$ cat src/include/isar_pkg.sv
// constants, codes and state layout for the i2c slave address receive block
// assumes one 20 MHz system clock; scl and sda arrive unsynchronised from pins
package isar_pkg;

   // mode field codes of control_reg_one
   localparam logic [3:0] ISAR_MODE_SLV7     = 4'h6;
   localparam logic [3:0] ISAR_MODE_SLV10    = 4'h7;
   localparam logic [3:0] ISAR_MODE_MASTER   = 4'h8;
   localparam logic [3:0] ISAR_MODE_FW_MST   = 4'hb;
   localparam logic [3:0] ISAR_MODE_SLV7_SS  = 4'he;
   localparam logic [3:0] ISAR_MODE_SLV10_SS = 4'hf;

   // address layout
   localparam logic [4:0] ISAR_TENBIT_HDR  = 5'h1e;  // 11110
   localparam int         ISAR_RW_POS      = 0;
   localparam logic [3:0] ISAR_BITS_BYTE   = 4'h8;
   localparam logic [3:0] ISAR_CNT_RST     = 4'h0;
   localparam logic [7:0] ISAR_BYTE_RST    = 8'h00;
   localparam logic [2:0] ISAR_SYNC_RST    = 3'h7;   // idle bus is high

   typedef enum logic [2:0] {
      ISAR_ST_IDLE   = 3'b000,
      ISAR_ST_RX     = 3'b001,
      ISAR_ST_RXACK  = 3'b010,
      ISAR_ST_HOLDUA = 3'b011,
      ISAR_ST_TXWAIT = 3'b100,
      ISAR_ST_TX     = 3'b101,
      ISAR_ST_TXACK  = 3'b110
   } isar_state_e;

   typedef enum logic [1:0] {
      ISAR_K_FIRST = 2'b00,
      ISAR_K_LOW   = 2'b01,
      ISAR_K_DATA  = 2'b10
   } isar_kind_e;

   // pin pair carrier
   typedef struct packed {
      logic scl;
      logic sda;
   } isar_pins_s;

   // whole block state
   typedef struct packed {
      isar_state_e st;
      isar_kind_e  kind;
      logic [2:0]  scl_sy;
      logic [2:0]  sda_sy;
      isar_pins_s  filt;
      logic [7:0]  sr;
      logic [3:0]  cnt;
      logic [7:0]  buf_r;
      logic [7:0]  own;
      logic        bf;
      logic        ov;
      logic        irq;
      logic        ua;
      logic        rw;
      logic        clock_release;
      logic        match;
      logic        irq_pend;
      logic        tenbit_ok;
      logic        mst_ack;
      isar_pins_s  oe;
      isar_pins_s  lvl;
   } isar_regs_s;

endpackage : isar_pkg

$ cat src/isar_slave.sv
// i2c slave: address match, auto ack, buffer handling, 10-bit sequence
// assumes firmware strobes are one-cycle pulses on clk_in; scl/sda from pins
//
// Overview of operation
// - bus side does nothing until port_enable is set; firmware writes still take effect
// - mode field picks master, 7/10-bit slave, start/stop variants, fw master
// - pins driven open-drain only when enabled, i2c mode and pins set as inputs
// - as slave-transmitter the block drives its data onto sda
// - address match raises the flag; start/stop modes also flag start and stop
// - match or data byte after match: auto ack and copy shift reg to buffer
// - buffer_full or overflow already set: no ack, buffer kept, flag still set
// - reading buffer clears buffer_full; overflow cleared only by firmware
// - after enable wait for start, shift eight bits on scl rising edges
// - compare shift bits 7:1 with own address at eighth scl falling edge
// - on clean match: load buffer, set full, ack, flag at ninth falling edge
// - 10-bit first byte is 11110, two high address bits, then r/w
// - first 10-bit byte sets flag, buffer_full and address_update_needed
// - own address write clears address_update_needed and frees a held scl
// - low byte sets flag, full, update; scl held only on address match
// - after repeated start, high byte with read sets flag, full and r/w
// - firmware write to buffer sets buffer_full, then transmit proceeds
// - firmware sets clock_release; block then frees its hold on scl
module isar_slave
   import isar_pkg::*;
(
   input  wire logic       clk_in,
   input  wire logic       rst_in,
   input  wire logic       port_enable_in,
   input  wire logic [3:0] mode_in,
   input  wire logic       pin_dir_scl_in,
   input  wire logic       pin_dir_sda_in,
   input  wire logic       own_addr_wr_in,
   input  wire logic [7:0] own_addr_data_in,
   input  wire logic       buf_rd_in,
   input  wire logic       buf_wr_in,
   input  wire logic [7:0] buf_wdata_in,
   input  wire logic       ov_clr_in,
   input  wire logic       irq_clr_in,
   input  wire logic       clock_release_set_in,
   input  wire logic       scl_in,
   input  wire logic       sda_in,
   output logic            scl_out,
   output logic            scl_oe_out,
   output logic            sda_out,
   output logic            sda_oe_out,
   output logic [7:0]      transfer_buffer_out,
   output logic [7:0]      own_address_out,
   output logic            buffer_full_out,
   output logic            receive_overflow_out,
   output logic            irq_flag_out,
   output logic            addr_update_out,
   output logic            rw_status_out,
   output logic            clock_release_out
);

   isar_regs_s q;
   isar_regs_s d;

   // mode decode
   logic slave_mode;
   logic ten_mode;
   logic ss_mode;
   logic any_mode;
   logic active;
   logic drive_ok;
   assign slave_mode = (mode_in == ISAR_MODE_SLV7) || (mode_in == ISAR_MODE_SLV10) ||
                       (mode_in == ISAR_MODE_SLV7_SS) || (mode_in == ISAR_MODE_SLV10_SS);
   assign ten_mode   = (mode_in == ISAR_MODE_SLV10) || (mode_in == ISAR_MODE_SLV10_SS);
   assign ss_mode    = (mode_in == ISAR_MODE_SLV7_SS) || (mode_in == ISAR_MODE_SLV10_SS);
   assign any_mode   = slave_mode || (mode_in == ISAR_MODE_MASTER) ||
                       (mode_in == ISAR_MODE_FW_MST);
   assign active     = port_enable_in && slave_mode;
   assign drive_ok   = port_enable_in && any_mode && pin_dir_scl_in && pin_dir_sda_in;

   // next-state logic
   always_comb begin
      logic scl_rise;
      logic scl_fall;
      logic start_c;
      logic stop_c;
      logic hi_ok;
      logic clean;
      logic [3:0] cnt_n;
      // per-cycle edge and condition flags, cleared before use
      scl_rise = 1'b0;
      scl_fall = 1'b0;
      start_c  = 1'b0;
      stop_c   = 1'b0;
      hi_ok    = 1'b0;
      clean    = 1'b0;
      cnt_n    = ISAR_CNT_RST;
      d = q;

      // pin synchronisers, change accepted once stages two and three agree
      d.scl_sy = {q.scl_sy[1:0], scl_in};
      d.sda_sy = {q.sda_sy[1:0], sda_in};
      if (q.scl_sy[1] == q.scl_sy[2]) begin
         d.filt.scl = q.scl_sy[2];
      end
      if (q.sda_sy[1] == q.sda_sy[2]) begin
         d.filt.sda = q.sda_sy[2];
      end
      scl_rise = d.filt.scl && !q.filt.scl;
      scl_fall = !d.filt.scl && q.filt.scl;
      start_c  = q.filt.scl && d.filt.scl && q.filt.sda && !d.filt.sda;
      stop_c   = q.filt.scl && d.filt.scl && !q.filt.sda && d.filt.sda;

      // firmware side clears first, so a hardware set below wins
      if (buf_rd_in) begin
         d.bf = 1'b0;
      end
      if (ov_clr_in) begin
         d.ov = 1'b0;
      end
      if (irq_clr_in) begin
         d.irq = 1'b0;
      end
      if (own_addr_wr_in) begin
         d.own = own_addr_data_in;
         d.ua  = 1'b0;
      end
      if (buf_wr_in) begin
         d.buf_r = buf_wdata_in;
         d.bf    = 1'b1;
      end
      if (clock_release_set_in) begin
         d.clock_release = 1'b1;
      end

      // bus sequencing
      if (!active) begin
         d.st        = ISAR_ST_IDLE;
         d.tenbit_ok = 1'b0;
      end else if (start_c) begin
         d.st   = ISAR_ST_RX;
         d.kind = ISAR_K_FIRST;
         d.cnt  = ISAR_CNT_RST;
         d.oe   = '0;
         if (ss_mode) begin
            d.irq = 1'b1;
         end
      end else if (stop_c) begin
         d.st        = ISAR_ST_IDLE;
         d.tenbit_ok = 1'b0;
         if (ss_mode) begin
            d.irq = 1'b1;
         end
      end else begin
         unique case (q.st)
            ISAR_ST_IDLE: begin
               // nothing driven between frames
               d.oe = '0;
            end
            ISAR_ST_RX: begin
               if (scl_rise && q.cnt < ISAR_BITS_BYTE) begin
                  d.sr  = {q.sr[6:0], d.filt.sda};
                  d.cnt = q.cnt + 4'h1;
               end else if (scl_fall && q.cnt == ISAR_BITS_BYTE) begin
                  // eighth falling edge: compare and decide on ack
                  clean = !q.bf && !q.ov;
                  hi_ok = (q.sr[7:3] == ISAR_TENBIT_HDR) &&
                          (q.sr[2:1] == q.own[2:1]);
                  d.irq_pend = 1'b0;
                  d.match    = 1'b0;
                  unique case (q.kind)
                     ISAR_K_FIRST: begin
                        if (!ten_mode) begin
                           d.match = q.sr[7:1] == q.own[7:1];
                        end else if (!q.sr[ISAR_RW_POS]) begin
                           d.match = hi_ok;
                        end else begin
                           d.match = hi_ok && q.tenbit_ok;
                        end
                        if (d.match) begin
                           d.irq_pend = 1'b1;
                           d.rw = q.sr[ISAR_RW_POS];
                           if (ten_mode && !q.sr[ISAR_RW_POS]) begin
                              d.ua = 1'b1;
                           end
                        end
                     end
                     ISAR_K_LOW: begin
                        d.match    = q.sr == q.own;
                        d.irq_pend = 1'b1;
                        d.ua       = 1'b1;
                     end
                     default: begin
                        d.match    = 1'b1;
                        d.irq_pend = 1'b1;
                     end
                  endcase
                  if ((d.match || q.kind == ISAR_K_LOW) && clean) begin
                     d.buf_r = q.sr;
                     d.bf    = 1'b1;
                  end
                  // data refused while the last byte is unread also marks overflow
                  if (q.kind == ISAR_K_DATA && q.bf) begin
                     d.ov = 1'b1;
                  end
                  d.oe.sda = d.match && clean;
                  if (!d.match && q.kind == ISAR_K_FIRST) begin
                     d.st = ISAR_ST_IDLE;
                  end else begin
                     d.match = d.match && clean;
                     d.st    = ISAR_ST_RXACK;
                  end
               end
            end
            ISAR_ST_RXACK: begin
               if (scl_fall) begin
                  // ninth falling edge: release sda, raise the flag
                  d.oe.sda = 1'b0;
                  if (q.irq_pend) begin
                     d.irq = 1'b1;
                  end
                  d.cnt = ISAR_CNT_RST;
                  if (!q.match) begin
                     d.st = ISAR_ST_IDLE;
                  end else if (q.kind == ISAR_K_FIRST && q.rw) begin
                     d.clock_release = 1'b0;
                     d.st  = ISAR_ST_TXWAIT;
                  end else if (q.kind == ISAR_K_FIRST && ten_mode) begin
                     d.kind = ISAR_K_LOW;
                     d.st   = ISAR_ST_HOLDUA;
                  end else if (q.kind == ISAR_K_LOW) begin
                     d.tenbit_ok = 1'b1;
                     d.kind      = ISAR_K_DATA;
                     d.st        = ISAR_ST_HOLDUA;
                  end else begin
                     d.kind = ISAR_K_DATA;
                     d.st   = ISAR_ST_RX;
                  end
               end
            end
            // scl stays low until firmware reloads the own address
            ISAR_ST_HOLDUA: begin
               if (!d.ua) begin
                  d.st = ISAR_ST_RX;
               end
            end
            // load only with the clock released and scl low, so bit 7 gets a low phase
            ISAR_ST_TXWAIT: begin
               if (q.clock_release && !d.filt.scl) begin
                  d.sr     = q.buf_r;
                  d.bf     = 1'b0;
                  d.oe.sda = !q.buf_r[7];
                  d.cnt    = ISAR_CNT_RST;
                  d.st     = ISAR_ST_TX;
               end
            end
            // next bit after each falling edge; ack slot after the eighth
            ISAR_ST_TX: begin
               if (scl_fall) begin
                  cnt_n = q.cnt + 4'h1;
                  d.cnt = cnt_n;
                  if (cnt_n == ISAR_BITS_BYTE) begin
                     d.oe.sda = 1'b0;
                     d.st     = ISAR_ST_TXACK;
                  end else begin
                     d.sr     = {q.sr[6:0], 1'b0};
                     d.oe.sda = !q.sr[6];
                  end
               end
            end
            // master ack taken on the rise; a nack ends the transfer
            ISAR_ST_TXACK: begin
               if (scl_rise) begin
                  d.mst_ack = !d.filt.sda;
               end else if (scl_fall) begin
                  d.irq = 1'b1;
                  if (q.mst_ack) begin
                     d.clock_release = 1'b0;
                     d.st  = ISAR_ST_TXWAIT;
                  end else begin
                     d.st = ISAR_ST_IDLE;
                  end
               end
            end
            default: begin
               d.st = ISAR_ST_IDLE;
            end
         endcase
      end

      // scl hold while waiting on firmware
      d.oe.scl = (d.st == ISAR_ST_HOLDUA) ||
                 (d.st == ISAR_ST_TXWAIT && !d.clock_release);
      // pins left alone unless enabled as open-drain inputs
      if (!drive_ok || !active) begin
         d.oe = '0;
      end
      d.lvl = '0;                                             // open drain pulls low only
   end

   // state register
   always_ff @(posedge clk_in or posedge rst_in) begin
      if (rst_in) begin
         // bus seen idle high, clock released
         q.st        <= ISAR_ST_IDLE;
         q.kind      <= ISAR_K_FIRST;
         q.scl_sy    <= ISAR_SYNC_RST;
         q.sda_sy    <= ISAR_SYNC_RST;
         q.filt      <= '1;
         q.sr        <= ISAR_BYTE_RST;
         q.cnt       <= ISAR_CNT_RST;
         q.buf_r     <= ISAR_BYTE_RST;
         q.own       <= ISAR_BYTE_RST;
         q.bf        <= 1'b0;
         q.ov        <= 1'b0;
         q.irq       <= 1'b0;
         q.ua        <= 1'b0;
         q.rw        <= 1'b0;
         q.clock_release       <= 1'b1;
         q.match     <= 1'b0;
         q.irq_pend  <= 1'b0;
         q.tenbit_ok <= 1'b0;
         q.mst_ack   <= 1'b0;
         q.oe        <= '0;
         q.lvl       <= '0;
      end else begin
         q <= d;
      end
   end

   // outputs straight from state
   assign scl_out              = q.lvl.scl;
   assign sda_out              = q.lvl.sda;
   assign scl_oe_out           = q.oe.scl;
   assign sda_oe_out           = q.oe.sda;
   assign transfer_buffer_out  = q.buf_r;
   assign own_address_out      = q.own;
   assign buffer_full_out      = q.bf;
   assign receive_overflow_out = q.ov;
   assign irq_flag_out         = q.irq;
   assign addr_update_out      = q.ua;
   assign rw_status_out        = q.rw;
   assign clock_release_out    = q.clock_release;

endmodule : isar_slave

$ cat config.mk
export PLATFORM = sky130hd
export DESIGN_NAME = isar_slave
export DESIGN_NICKNAME = d
export VERILOG_FILES = /design/src/include/isar_pkg.sv /design/src/isar_slave.sv
export SDC_FILE = /design/constraint.sdc
export NUM_CORES = 1
export LEC_CHECK = 0
export ABC_AREA = 1
export BUFFER_PORTS_ARGS = -buffer_cell sky130_fd_sc_hd__clkbuf_2
export CELL_PAD_IN_SITES_DETAIL_PLACEMENT = 1
export CELL_PAD_IN_SITES_GLOBAL_PLACEMENT = 2
export CORE_UTILIZATION = 31
export DETAILED_ROUTE_END_ITERATION = 10
export GPL_TIMING_DRIVEN = 1
export HOLD_SLACK_MARGIN = 0.06
export PLACE_DENSITY = 0.81
export RECOVER_POWER = 50
export SYNTH_ARGS = -nofsm -noshare
export SYNTH_HDL_FRONTEND = slang
export SYNTH_SLANG_ARGS = --single-unit
$ cat constraint.sdc
create_clock -name clk_in -period 2.2 [get_ports clk_in]
set_input_delay 0.44 -clock clk_in [delete_from_list [all_inputs] [get_ports clk_in]]
set_output_delay 0.44 -clock clk_in [all_outputs]
set_load 0.01 [all_outputs]
==> impl_metrics.toml <==
[route]
post_drt_wl_per_cell_um = 14.6
first_pass_iters = 4
drc = 0
wirelength_mm = 8.47
antenna_left = 0
num_vias = 2730
viasPerCell = 4.69
drt_iter0_markers = 127

[clock_network]
root_buffer = "clkbuf_8"
cts_buffers = 5
clock_latency_ns = 0.31
htree_levels = 2
clockBufferDepth = 2
cts_tree = "done"
clk_pin_slew_ns = 0.10
clock-sinks = 53
post_cts_buffers = 0

[floorplanning]
core_um2 = 9370
start_util_pct = 32.5
io_pins = 59
row_count = 35
die_h_um = 101
dieArea_um2 = 10200
die_x_um = 101

[global_route]
grt_max_degree = 37
grt_pass1_wl_mm = 14.1
grt-ovfl-total = 0
antenna_found_initial = 0
grt_pass1_vias = 2740
track_usage_pct = 18.0

[flow_run]
cap_violations = 0

[yosys]
syn-cell-area_um2 = 3040
synthCells = 405
synth_seq_cells = 53
synth_top_cell_by_area = "dfrtp_1"
synth_top_area_share_pct = 36.2
synth_area_per_cell_um2 = 7.51
ys_top_cells_by_count = "93 x nand2_1, 58 x inv_1, 46 x nor2_1, 44 x dfrtp_1, 31 x o21ai_0"
synth_edf_count = 0
synthFlopType = "dfrtp_1"
async_flop_share_pct = 100
synth_area_leaders = "dfrtp_1 36%, nand2_1 11%, dfstp_2 7.8%, inv_1 7.2%, nor2_1 5.7%"
yosysWarnings = 0
yosysMostFrequentCell = "nand2_1"
ys_seq_area_share_pct = 44.0
synth.distinct_cells = 36

[worst_setup_path]
worstSetupStartpointType = "flip-flop"
critPathTopFamily = "simple AND/OR/NAND/NOR gates"
cp_slowest_stage_delay_ns = 0.56
reg2reg_slack_ns = 0.21
r2r-start = "q[43]"
startpoint = "q[43]"
worstPathRequired_ns = 2.44
crit_chain = "inv_2 -> nor3_4 -> inv_2 -> a21oi_2 -> nand4_2 -> nor2_4 -> o211ai_1 -> o21ai_1"
end_kind = "flip-flop"
critPathSlowestCell = "dfstp_2"
worstPathArrival_ns = 2.23
r2r_end = "q[40]"
path_class = "flip-flop to flip-flop"
r2r_cells = 8
path_max_fanout = 15
path_common_cell = "inv_2"
worst-path-buf-inv = 2

[worst_hold_path]
hold_class = "input port to flip-flop"
worstHoldStart = "sda_in"
hold_end = "d[45]"
hold_depth = 1

[timing]
period_needed_ns = 1.99
slew_viol_final = 0
fin_worst_skew_ns = 0.0101
hold_violations = 0
setup_violations = 0
fin_crit_sh_pct = 90.5
timing.hold.ws_ns = 0.211
tightest_slew_ns = 0.941
finalSetupTns_ns = 0
rsz0062_at_grt = "no"
fmax_mhz = 502
maxSlewHeadroom_pct = 37.3

[status]
status = "finished, final reports clean"

[power]
power_density_nw_per_um2 = 568
p_leak_nw = 1.75
peakVddDrop_mv = 0.236

[layout]
fin_nets = 487
layout.cells.non_filler = 582
syn2layout_area_growth_pct = 13.5
drive_gt1_share_pct = 21.4
diodes = 0
fillers = 1234

[placed_design]
io_buffers = 56
place_hpwl_mm = 6.80
placedCellCount = 574
place_congestion = 0.851
[how the worst max path moves through the flow]
stage / end / slack [ns] / depth (start not counted)
2_1_floorplan: addr_update_out / 0.49 / 1
3_3_place_gp: transfer_buffer_out[6] / 0.20 / 8
3_5_place_dp: scl_oe_out / 0.15 / 12
4_1_cts: q[30] / 0.13 / 10
5_1_grt: scl_oe_out / 0.02 / 10
6_report: q[40] / 0.21 / 8
[logic make-up (layout without fill, tap and decap cells)]
logic type	Yosys count	after routing	share of synthesized area [%]
fa+ha+maj	2	2	0.823
flops	53	53	44.0
compound gates	77	77	14.4
xor+xnor	4	4	1.15
buf+inv	87	134	13.5
other cells	1	2	0.123
simple gates	181	181	26.1
[cell type report]
class                      instances  area, um^2  area share (%)
inverter                          64         240            6.96
tap                              129         161            4.68
clock buffer                       7        76.3            2.21
sequential                        53        1340            38.8
timing repair buffer              62         318            9.21
multi-input combinational        266        1310            38.0
clock inverter                     1        7.51           0.218
[registers in the layout, indices dropped and copies added (netlist names)]
name                  cells
addr_update_out           1
own_address_out           8
irq_flag_out              1
rw_status_out             1
scl_oe_out                1
clock_release_out         1
transfer_buffer_out       8
receive_overflow_out      1
d                         4
q                        25
buffer_full_out           1
sda_oe_out                1
[through the flow]
step / total power [mW] / util (%) / cell area [um^2] / setup slack [ns]
floorplan: 1.32 / - / 3050 / 0.486
global placement: 1.43 / 36.0 / 3380 / 0.202
detailed placement: 1.43 / 36.0 / 3380 / 0.153
CTS: 1.99 / 36.9 / 3460 / 0.134
global route: 2.07 / 36.8 / 3450 / 0.0183
finish: 1.96 / 36.8 / 3450 / 0.208
[power breakdown]
group	internal (mW)	total [mW]	switching (mW)
Clock	0.226	0.555	0.329
Sequential	1.04	1.10	0.0572
Combinational	0.112	0.308	0.196
[cells in the final DEF (no fill, tap or decap), types with 4 or more instances in the layout]
master	synthesis	final
dfrtp_1	44	44
nand3_1	24	24
a21oi_1	7	7
o21ai_0	31	31
inv_2	5	5
clkbuf_2	0	56
inv_1	58	58
nand2_1	93	93
buf_4	18	4
nor2_2	3	4
o21ai_1	22	22
nand4_1	4	4
o211ai_1	5	5
nor2_1	46	45
clkbuf_8	0	5
clkbuf_1	3	4
dfstp_2	9	9
[timing repair]
action                                  4_1_cts  5_1_grt
hold buffers                                  0        0
gates resized for setup                       0        2
endpoints found under the hold margin         0        0
endpoints found under the setup margin        0        5
[per-layer routing]
metal  vias to the layer above  wire length [um]  GRT usage (%)
li1                       1366                 -              -
met1                      1320              4380           26.4
met5                         -                 0              0
met3                         5               270           2.50
met4                         0                69           4.01
met2                        39              3750           27.9
No activity file was read; power rests on OpenSTA's default activity.
